<file path="config.mk">
export PLATFORM = sky130hd
export DESIGN_NAME = sync_source_select_control
export DESIGN_NICKNAME = d
export VERILOG_FILES = /design/src/hdl/sync_sel_pkg.sv /design/src/hdl/sync_separator.sv /design/src/hdl/sync_source_select_control.sv
export SDC_FILE = /design/constraint.sdc
export NUM_CORES = 1
export LEC_CHECK = 0
export ABC_AREA = 1
export BUFFER_PORTS_ARGS = -buffer_cell sky130_fd_sc_hd__buf_2
export CORE_MARGIN = 3
export CORE_UTILIZATION = 50
export DETAILED_ROUTE_END_ITERATION = 6
export GPL_ROUTABILITY_DRIVEN = 0
export PLACE_DENSITY_LB_ADDON = 0.1
export SYNTH_ARGS = -nofsm -noshare
export SYNTH_HDL_FRONTEND = slang
export SYNTH_SLANG_ARGS = --single-unit
</file>
<file path="constraint.sdc">
create_clock -name core_clk -period 4.5 [get_ports core_clk]
set_clock_uncertainty 0.1 [all_clocks]
set_input_delay 0.225 -clock core_clk [delete_from_list [all_inputs] [get_ports core_clk]]
set_output_delay 0.225 -clock core_clk [all_outputs]
set_load 0.02 [all_outputs]
</file>
<file path="src/hdl/sync_sel_pkg.sv">
// Register indices, field positions and reset values of the sync source select block.
package sync_sel_pkg;
	// ****************************************
	// Register indices (byte address is four times the index)
	// ****************************************
	localparam logic [5:0] IDX_USER_POL   = 6'h0F;
	localparam logic [5:0] IDX_DETECT     = 6'h11;
	localparam logic [5:0] IDX_SYNC_CTRL  = 6'h12;
	localparam logic [5:0] IDX_SEP_THRESH = 6'h13;
	localparam logic [5:0] IDX_AUX_CTRL   = 6'h14;
	localparam logic [5:0] IDX_POL_STAT   = 6'h15;
	// ****************************************
	// Field positions
	// ****************************************
	localparam int HS_OVR    = 5;
	localparam int HS_SEL    = 4;
	localparam int VS_OVR    = 3;
	localparam int VS_SEL    = 2;
	localparam int COAST_SEL = 1;
	localparam int SLEEP_N   = 0;
	localparam int SCAN_EN   = 2;
	localparam int CPOL_OVR  = 1;
	localparam int HPOL_OVR  = 0;
	localparam int USR_HPOL  = 7;
	localparam int USR_CPOL  = 6;
	localparam int DET_HACT  = 7;
	localparam int DET_SACT  = 6;
	localparam int DET_HSEL  = 2;
	localparam int DET_VSEL  = 1;
	localparam int ST_CPOL   = 5;
	localparam int ST_VPOL   = 0;
	// ****************************************
	// Reset values and bus answers
	// ****************************************
	localparam logic [7:0] SYNC_CTRL_RST  = 8'h01;
	localparam logic [7:0] SEP_THRESH_RST = 8'h20;
	localparam logic [7:0] AUX_CTRL_RST   = 8'h18;
	localparam logic [7:0] USER_POL_RST   = 8'hC0;
	localparam logic [1:0] RESP_OKAY      = 2'h0;
	localparam logic [1:0] RESP_SLVERR    = 2'h2;
endpackage

</file>
<file path="src/hdl/sync_separator.sv">
// Sync separator: the output follows the input only after it has differed for thresh clocks.
`timescale 1ns/10ps
`default_nettype none
module sync_separator #(
	parameter int W = 8
) (
	// Clock and reset
	input  wire logic         core_clk,
	input  wire logic         rst_n,
	// Threshold and signal
	input  wire logic [W-1:0] thresh,
	input  wire logic         sync_in,
	output var  logic         sync_out
);
	// Elaboration stops here for a counter width that the compare cannot serve.
	if (W < 2 || W > 16) begin : g_bad_width
		$error("sync_separator: W out of range");
	end

	logic [W-1:0] run;
	logic [W-1:0] next_run;
	logic         next_out;

	// RL7 count before toggle
	always_comb begin
		next_run = '0;
		next_out = sync_out;
		if (sync_in != sync_out) begin
			if ({1'b0, run} + 1'b1 >= {1'b0, thresh}) begin
				next_out = sync_in;
			end else begin
				next_run = run + 1'b1;
			end
		end
	end

	always_ff @(posedge core_clk or negedge rst_n) begin
		if (!rst_n) begin
			run      <= '0;
			sync_out <= 1'b0;
		end else begin
			run      <= next_run;
			sync_out <= next_out;
		end
	end
endmodule // sync_separator
`default_nettype wire

</file>
<file path="src/hdl/sync_source_select_control.sv">
// Sync and coast source selection with its control registers on an AXI4-Lite slave.
// Function
// RL1 - Hsync override set: user select bit chooses hsync, else detection register.
// RL2 - Hsync select 0 picks hsync pin, 1 sync-on-green; also when both active.
// RL3 - Vsync override set: user select bit chooses vsync, else detection register.
// RL4 - Vsync select 0 routes raw vsync, 1 the separated vsync.
// RL5 - Coast select 0 uses coast pin, 1 uses the vsync signal.
// RL6 - Sleep bit low powers the chip down, high keeps normal operation.
// RL7 - Separator counts threshold clocks before toggling, rejecting shorter pulses.
// RL8 - Software sets threshold above the widest hsync or equalization pulse.
// RL9 - Threshold is an eight-bit read/write field resetting to 0x20.
// RL10 - Software writes 1 to control bits 4 and 3 for proper operation.
// RL11 - Scan enable bit disables scan at 0 and enables it at 1.
// RL12 - Coast polarity override 0 auto-detects, 1 follows the user polarity bit.
// RL13 - Hsync polarity override 0 auto-detects, 1 follows the user polarity bit.
// RL14 - Status bit 5 shows detected coast polarity, 1 meaning active high.
// RL15 - Status bit 0 shows vsync output polarity, 0 meaning active high.
// RL16 - Selection changes reach the multiplexers right after the write, no reset.
`timescale 1ns/10ps
`default_nettype none
module sync_source_select_control
	import sync_sel_pkg::*;
#(
	parameter int ADDR_W = 8,
	parameter int POL_W  = 8
) (
	// Clock and reset
	input  wire logic              core_clk,
	input  wire logic              rst_n,
	// AXI4-Lite write channels
	input  wire logic [ADDR_W-1:0] awaddr,
	input  wire logic [2:0]        awprot,
	input  wire logic              awvalid,
	output var  logic              awready,
	input  wire logic [31:0]       wdata,
	input  wire logic [3:0]        wstrb,
	input  wire logic              wvalid,
	output var  logic              wready,
	output var  logic [1:0]        bresp,
	output var  logic              bvalid,
	input  wire logic              bready,
	// AXI4-Lite read channels
	input  wire logic [ADDR_W-1:0] araddr,
	input  wire logic [2:0]        arprot,
	input  wire logic              arvalid,
	output var  logic              arready,
	output var  logic [31:0]       rdata,
	output var  logic [1:0]        rresp,
	output var  logic              rvalid,
	input  wire logic              rready,
	// Sync pins
	input  wire logic              hsync_pin,
	input  wire logic              sog_pin,
	input  wire logic              vsync_pin,
	input  wire logic              coast_pin,
	// Detection results from the activity detector
	input  wire logic [7:0]        detect,
	// Selected outputs
	output var  logic              hsync_out,
	output var  logic              vsync_out,
	output var  logic              coast_out,
	output var  logic              chip_sleep_n,
	output var  logic              scan_en
);
	// Elaboration stops here when the decode or the polarity counters cannot be served.
	if (ADDR_W < 8 || POL_W < 2) begin : g_bad_param
		$error("sync_source_select_control: bad parameters");
	end

	// ****************************************
	// Reset release and pin synchronisers
	// ****************************************
	logic [1:0] rst_q;
	logic       rst_sync_n;
	always_ff @(posedge core_clk or negedge rst_n) begin
		if (!rst_n) begin
			rst_q <= 2'h0;
		end else begin
			rst_q <= {rst_q[0], 1'b1};
		end
	end
	assign rst_sync_n = rst_q[1];

	logic [3:0] pin_raw;
	logic [3:0] pin_s;
	assign pin_raw = {coast_pin, vsync_pin, sog_pin, hsync_pin};
	// A level is accepted only when the second and third stages agree.
	for (genvar i = 0; i < 4; i++) begin : g_pin
		logic s1, s2, s3, val, next_val;
		always_comb begin
			next_val = (s2 == s3) ? s3 : val;
		end
		always_ff @(posedge core_clk or negedge rst_sync_n) begin
			if (!rst_sync_n) begin
				{s1, s2, s3, val} <= 4'h0;
			end else begin
				s1  <= pin_raw[i];
				s2  <= s1;
				s3  <= s2;
				val <= next_val;
			end
		end
		assign pin_s[i] = val;
	end

	// ****************************************
	// Register file and AXI4-Lite slave
	// ****************************************
	logic [7:0] user_pol, sync_ctrl, sep_thresh, aux_ctrl;
	logic [7:0] next_user_pol, next_sync_ctrl, next_sep_thresh, next_aux_ctrl;
	logic       aw_hold, w_hold, next_aw_hold, next_w_hold;
	logic [5:0] aw_idx, next_aw_idx;
	logic [7:0] w_byte, next_w_byte;
	logic       w_lane, next_w_lane;
	logic       next_awready, next_wready, next_arready, next_bvalid, next_rvalid;
	logic [1:0] next_bresp, next_rresp;
	logic [31:0] next_rdata;
	logic [2:0] det_low;

	function automatic logic mapped(input logic [5:0] idx);
		return idx == IDX_USER_POL || idx == IDX_DETECT || idx == IDX_SYNC_CTRL
			|| idx == IDX_SEP_THRESH || idx == IDX_AUX_CTRL || idx == IDX_POL_STAT;
	endfunction

	logic [7:0] pol_stat;
	always_comb begin
		pol_stat = 8'h00;
		// RL14 coast polarity status
		pol_stat[ST_CPOL] = ~det_low[1];
		// RL15 vsync polarity status
		pol_stat[ST_VPOL] = det_low[2];
	end

	function automatic logic [7:0] read_reg(input logic [5:0] idx);
		if (idx == IDX_USER_POL) begin
			return user_pol;
		end else if (idx == IDX_DETECT) begin
			return detect;
		end else if (idx == IDX_SYNC_CTRL) begin
			return sync_ctrl;
		end else if (idx == IDX_SEP_THRESH) begin
			return sep_thresh;
		end else if (idx == IDX_AUX_CTRL) begin
			return aux_ctrl;
		end else if (idx == IDX_POL_STAT) begin
			return pol_stat;
		end else begin
			return 8'h00;
		end
	endfunction

	logic do_write;
	assign do_write = aw_hold && w_hold && !bvalid;

	always_comb begin
		next_user_pol   = user_pol;
		next_sync_ctrl  = sync_ctrl;
		next_sep_thresh = sep_thresh;
		next_aux_ctrl   = aux_ctrl;
		next_aw_hold    = aw_hold;
		next_w_hold     = w_hold;
		next_aw_idx     = aw_idx;
		next_w_byte     = w_byte;
		next_w_lane     = w_lane;
		next_bvalid     = bvalid;
		next_bresp      = bresp;
		next_rvalid     = rvalid;
		next_rdata      = rdata;
		next_rresp      = rresp;
		if (awvalid && awready) begin
			next_aw_hold = 1'b1;
			next_aw_idx  = awaddr[7:2];
		end
		if (wvalid && wready) begin
			next_w_hold = 1'b1;
			next_w_byte = wdata[7:0];
			next_w_lane = wstrb[0];
		end
		if (bvalid && bready) begin
			next_bvalid = 1'b0;
		end
		// RL16 live selection write
		if (do_write) begin
			next_aw_hold = 1'b0;
			next_w_hold  = 1'b0;
			next_bvalid  = 1'b1;
			next_bresp   = mapped(aw_idx) ? RESP_OKAY : RESP_SLVERR;
			if (w_lane) begin
				if (aw_idx == IDX_USER_POL) begin
					next_user_pol = w_byte;
				end else if (aw_idx == IDX_SYNC_CTRL) begin
					next_sync_ctrl = w_byte;
				end else if (aw_idx == IDX_SEP_THRESH) begin
					// RL9 eight-bit threshold
					next_sep_thresh = w_byte;
				end else if (aw_idx == IDX_AUX_CTRL) begin
					next_aux_ctrl = w_byte;
				end
			end
		end
		if (arvalid && arready) begin
			next_rvalid = 1'b1;
			next_rdata  = {24'h000000, read_reg(araddr[7:2])};
			next_rresp  = mapped(araddr[7:2]) ? RESP_OKAY : RESP_SLVERR;
		end else if (rvalid && rready) begin
			next_rvalid = 1'b0;
		end
		next_awready = !next_aw_hold && !next_bvalid;
		next_wready  = !next_w_hold && !next_bvalid;
		next_arready = !next_rvalid;
	end

	always_ff @(posedge core_clk or negedge rst_sync_n) begin
		if (!rst_sync_n) begin
			user_pol   <= USER_POL_RST;
			sync_ctrl  <= SYNC_CTRL_RST;
			sep_thresh <= SEP_THRESH_RST;
			aux_ctrl   <= AUX_CTRL_RST;
			aw_hold    <= 1'b0;
			w_hold     <= 1'b0;
			aw_idx     <= 6'h00;
			w_byte     <= 8'h00;
			w_lane     <= 1'b0;
			awready    <= 1'b0;
			wready     <= 1'b0;
			arready    <= 1'b0;
			bvalid     <= 1'b0;
			bresp      <= RESP_OKAY;
			rvalid     <= 1'b0;
			rdata      <= 32'h00000000;
			rresp      <= RESP_OKAY;
		end else begin
			user_pol   <= next_user_pol;
			sync_ctrl  <= next_sync_ctrl;
			sep_thresh <= next_sep_thresh;
			aux_ctrl   <= next_aux_ctrl;
			aw_hold    <= next_aw_hold;
			w_hold     <= next_w_hold;
			aw_idx     <= next_aw_idx;
			w_byte     <= next_w_byte;
			w_lane     <= next_w_lane;
			awready    <= next_awready;
			wready     <= next_wready;
			arready    <= next_arready;
			bvalid     <= next_bvalid;
			bresp      <= next_bresp;
			rvalid     <= next_rvalid;
			rdata      <= next_rdata;
			rresp      <= next_rresp;
		end
	end

	// ****************************************
	// Source selection and polarity
	// ****************************************
	logic hs_user, hs_pick_sog, hs_lvl, vs_pick_sep, vs_lvl, coast_lvl, sep_vs;
	logic hs_low, coast_low, awake;
	logic next_hsync_out, next_vsync_out, next_coast_out, next_sleep_n, next_scan_en;

	sync_separator #(.W(8)) u_sep (
		.core_clk (core_clk),
		.rst_n    (rst_sync_n),
		.thresh   (sep_thresh),
		.sync_in  (hs_lvl),
		.sync_out (sep_vs)
	);

	always_comb begin
		awake = sync_ctrl[SLEEP_N];
		// RL1 hsync override
		hs_user = sync_ctrl[HS_OVR] || (detect[DET_HACT] && detect[DET_SACT]);
		hs_pick_sog = hs_user ? sync_ctrl[HS_SEL] : detect[DET_HSEL];
		// RL2 hsync or sync-on-green
		hs_lvl = hs_pick_sog ? pin_s[1] : pin_s[0];
		// RL3 vsync override
		vs_pick_sep = sync_ctrl[VS_OVR] ? sync_ctrl[VS_SEL] : detect[DET_VSEL];
		// RL4 raw or separated vsync
		vs_lvl = vs_pick_sep ? sep_vs : pin_s[2];
		// RL5 coast source
		coast_lvl = sync_ctrl[COAST_SEL] ? vs_lvl : pin_s[3];
		// RL12 coast polarity source
		coast_low = aux_ctrl[CPOL_OVR] ? !user_pol[USR_CPOL] : det_low[1];
		// RL13 hsync polarity source
		hs_low = aux_ctrl[HPOL_OVR] ? !user_pol[USR_HPOL] : det_low[0];
		// RL6 power-down gating
		next_sleep_n   = awake;
		next_hsync_out = awake && (hs_lvl ^ hs_low);
		next_vsync_out = awake && vs_lvl;
		next_coast_out = awake && (coast_lvl ^ coast_low);
		// RL11 scan enable
		next_scan_en   = aux_ctrl[SCAN_EN];
	end

	always_ff @(posedge core_clk or negedge rst_sync_n) begin
		if (!rst_sync_n) begin
			{hsync_out, vsync_out, coast_out, chip_sleep_n, scan_en} <= 5'h00;
		end else begin
			hsync_out    <= next_hsync_out;
			vsync_out    <= next_vsync_out;
			coast_out    <= next_coast_out;
			chip_sleep_n <= next_sleep_n;
			scan_en      <= next_scan_en;
		end
	end

	// A saturating up/down count per signal; the level that dominates is the idle level.
	logic [2:0] pol_src;
	assign pol_src = {vs_lvl, pin_s[3], hs_lvl};
	for (genvar i = 0; i < 3; i++) begin : g_pol
		logic [POL_W-1:0] cnt, next_cnt;
		always_comb begin
			next_cnt = cnt;
			if (pol_src[i] && cnt != '1) begin
				next_cnt = cnt + 1'b1;
			end else if (!pol_src[i] && cnt != '0) begin
				next_cnt = cnt - 1'b1;
			end
		end
		always_ff @(posedge core_clk or negedge rst_sync_n) begin
			if (!rst_sync_n) begin
				cnt <= '0;
			end else begin
				cnt <= next_cnt;
			end
		end
		assign det_low[i] = cnt[POL_W-1];
	end
endmodule // sync_source_select_control
`default_nettype wire

</file>
==> results.sh <==
export IMPL_fin_util=0.6227
export IMPL_ir_drop_mv=0.3211
export IMPL_netlist_instances=767
export IMPL_io_buffers=59
export IMPL_ys_ff_latch=120
export IMPL_htree_levels=4
export IMPL_synth_edf_count=0
export IMPL_yosysSeqAreaShare=0.4639
export IMPL_slew_headroom=0.4812
export IMPL_grt_pass1_vias=5257
export IMPL_clkSinkCount=120
export IMPL_grt_ovfl_total=0
export IMPL_hp_class="in -> reg"
export IMPL_post_synth_top_area_cell="dfrtp_1"
export IMPL_totalWireLength_mm=14.05
export IMPL_coreArea_um2=12360
export IMPL_via_per_inst=5.090
export IMPL_layout_nets=964
export IMPL_final_common_cell="nand2_1"
export IMPL_root_buffer="clkbuf_16"
export IMPL_die_area_um2=14380
export IMPL_final_setup_viol_count=0
export IMPL_min_path_cells=4
export IMPL_fmax_mhz=391.2
export IMPL_drive_gt1_frac=0.1657
export IMPL_drtPass1Iterations=5
export IMPL_startpoint_type="register"
export IMPL_seq_power_share=0.336
export IMPL_swShare=0.3727
export IMPL_p_clk_frac=0.301
export IMPL_hpwl_mm=10.35
export IMPL_vias=5278
export IMPL_p_leak_nw=3.900
export IMPL_max_cap_violations=0
export IMPL_reg2reg_depth=13
export IMPL_fin_crit_ps=2556
export IMPL_cts_resized=0
export IMPL_fin_crit_sh=0.5681
export IMPL_syn_area_um2=6489
export IMPL_crit_arrival_ps=2740
export IMPL_synth_ff_type="dfrtp_1"
export IMPL_antenna_found_initial=0
export IMPL_max_stage_delay_ps=390
export IMPL_synth_avg_cell_area_um2=8.460
export IMPL_crit_slowest_cell="dfrtp_1"
export IMPL_tns_ps=0
export IMPL_required_ps=4680
export IMPL_path_cells="ha_1 -> nand3_2 -> nor3_2 -> xor2_1 -> inv_1 -> ha_1 -> nand2_1 -> nor2_1 -> a31oi_1 -> and2_1 -> nand2_1 -> nand2_1 -> o21ai_0"
export IMPL_yosys_warnings=0
export IMPL_postCtsSetupRepairBufs=0
export IMPL_rsz0062_at_grt="no"
export IMPL_ys_async_sr_fraction=1.000
export IMPL_worst_slew_pin_slew_ps=778.2
export IMPL_grtUsageTotal=0.2119
export IMPL_maxSlewViolCount=0
export IMPL_netlist_area_leader_share=0.4396
export IMPL_die_h_um=119.9
export IMPL_synth_cell_type_count=44
export IMPL_grt_pass1_wl_mm=24.77
export IMPL_clockBufferDepth=2
export IMPL_path_class="reg -> reg"
export IMPL_timing_critical_path_fanout_max=9
export IMPL_power_density_nw_per_um2=636.4
export IMPL_diodes=0
export IMPL_grt_max_degree=63
export IMPL_place_area_um2=6833
export IMPL_die_x_um=119.9
export IMPL_clk_latency_ps=410
export IMPL_switchingPower_w=0.001826
export IMPL_p_total_w=0.004898
export IMPL_outcome="completed"
export IMPL_p_int_w=0.003073
export IMPL_pwr_share_comb=0.363
export IMPL_fin_area_um2=7697
export IMPL_ant_nets=0
export IMPL_clk_pin_slew_worst_paths_ps=50
export IMPL_holdBufCountCts=22
export IMPL_area_growth_pct=18.63
export IMPL_avgRoutedWirePerCell_um=13.55
export IMPL_drc_errors=0
export IMPL_drtIter0Drc=314
export IMPL_synth_area_leaders="dfrtp_1 (44%), nand2_1 (11%), inv_1 (5.4%), ha_1 (5.2%), nand3_1 (4.7%)"
export IMPL_dp_cells=984
export IMPL_cp_common_cell="nand2_1"
export IMPL_rows=40
export IMPL_final_cells=1037
export IMPL_endpoint_kind="register"
export IMPL_numCtsBuffers=17
export IMPL_hold_viol=0
export IMPL_cts_tree="built"
export IMPL_final_cell_mix="nand2_1 (191), dfrtp_1 (113), inv_1 (93)"
export IMPL_start_util=0.5249
export IMPL_ios=123
-- logic make-up after synthesis --
group,Yosys count,share of synthesized area
and+or+nand+nor,356,0.2482
DFF,120,0.4639
other,2,0.001157
AOI/OAI and AO/OA,102,0.09314
xor gates and xnor gates,21,0.02950
buffers and inverters,132,0.09660
adders and majority gates,34,0.06749
-- worst paths after layout --
kind / start / endpoint / slack (ps)
worst min-delay path: awvalid / aw_idx[0]$_DFFE_PN0P_ / 20
min in group asynchronous: rst_n / rst_q[1]$_DFF_PN0_ / 40
max in group asynchronous: rst_q[1]$_DFF_PN0_ / chip_sleep_n$_DFF_PN0_ / 2760
worst max-delay path: u_sep.run[0]$_DFF_PN0_ / u_sep.sync_out$_DFFE_PN0P_ / 1940
worst max register to register: u_sep.run[0]$_DFF_PN0_ / u_sep.sync_out$_DFFE_PN0P_ / 1940
worst min register to register: g_pin[3].s1$_DFF_PN0_ / g_pin[3].s2$_DFF_PN0_ / 250
-- per-stage QoR --
stage	setup slack, ps	hold WS, ps
global placement	2020	-89.87
detailed placement	1943	-85.60
floorplan	819.8	-170.6
finish	1944	20.13
global route	1686	23.11
CTS	1917	2.486
-- metal layers --
| metal | vias to the layer above | global-route usage | share of wire |
|---|---|---|---|
| met5 | - | 0 | 0 |
| met4 | 0 | 0.06514 | 0.015 |
| met3 | 22 | 0.04618 | 0.051 |
| met2 | 136 | 0.3449 | 0.48 |
| met1 | 2505 | 0.2840 | 0.46 |
| li1 | 2615 | - | - |
-- cells in the mapped netlist (3+ instances only) --
cell	number
o21ai_0	47
o21bai_1	3
o21ai_1	3
nand2_2	8
o21ai_2	17
inv_1	93
fa_1	3
nand4_1	19
nor2_1	50
nand3_1	61
buf_6	4
nor3_2	3
dfrtp_1	114
buf_2	3
or2_2	6
clkbuf_1	3
a21boi_0	3
nor2_2	3
dfstp_2	6
ha_1	27
maj3_1	4
nand2_1	191
xor2_1	13
nand3b_1	5
buf_4	26
a21oi_1	23
xnor2_1	7
-- worst max-delay path: cells and delay by family (launching register included) --
family          cells  cell delay (ps)
compound gates      2              200
xor+xnor            1              190
fa+ha+maj           2              510
buf+inv             1               80
flops               1              390
simple gates        7              940
-- registers in the layout (all words and copies together) (netlist names), 2 cells and up --
signal and flops:
aux_ctrl 8, g_pol.cnt 24, g_pin.s3 4, g_pin.s1 4, user_pol 8, sep_thresh 8
g_pin.val 4, sync_ctrl 8, aw_idx 6, g_pin.s2 4, rdata 8, rst_q 2
w_byte 8, u_sep.run 8
-- cell type report --
class,count,area [um2]
fillers,1074,4664
flip-flops and latches,120,3014
multi-input cells,540,2945
repair buffers,82,523.0
clock buffers,22,474.2
inverters,96,360.3
well taps,168,210.2
clock inverters,9,170.2
-- power by group through the flow --
stage / Sequential [W] / Clock, W / Combinational [W]
after floorplan: 0.00165 / 0 / 0.00135
after global placement: 0.00165 / 0 / 0.00168
after detailed placement: 0.00166 / 0 / 0.00175
after CTS: 0.00165 / 0.00150 / 0.00178
after global routing: 0.00169 / 0.00156 / 0.00205
final: 0.00165 / 0.00148 / 0.00178
No activity file was read; power rests on OpenSTA's default activity.
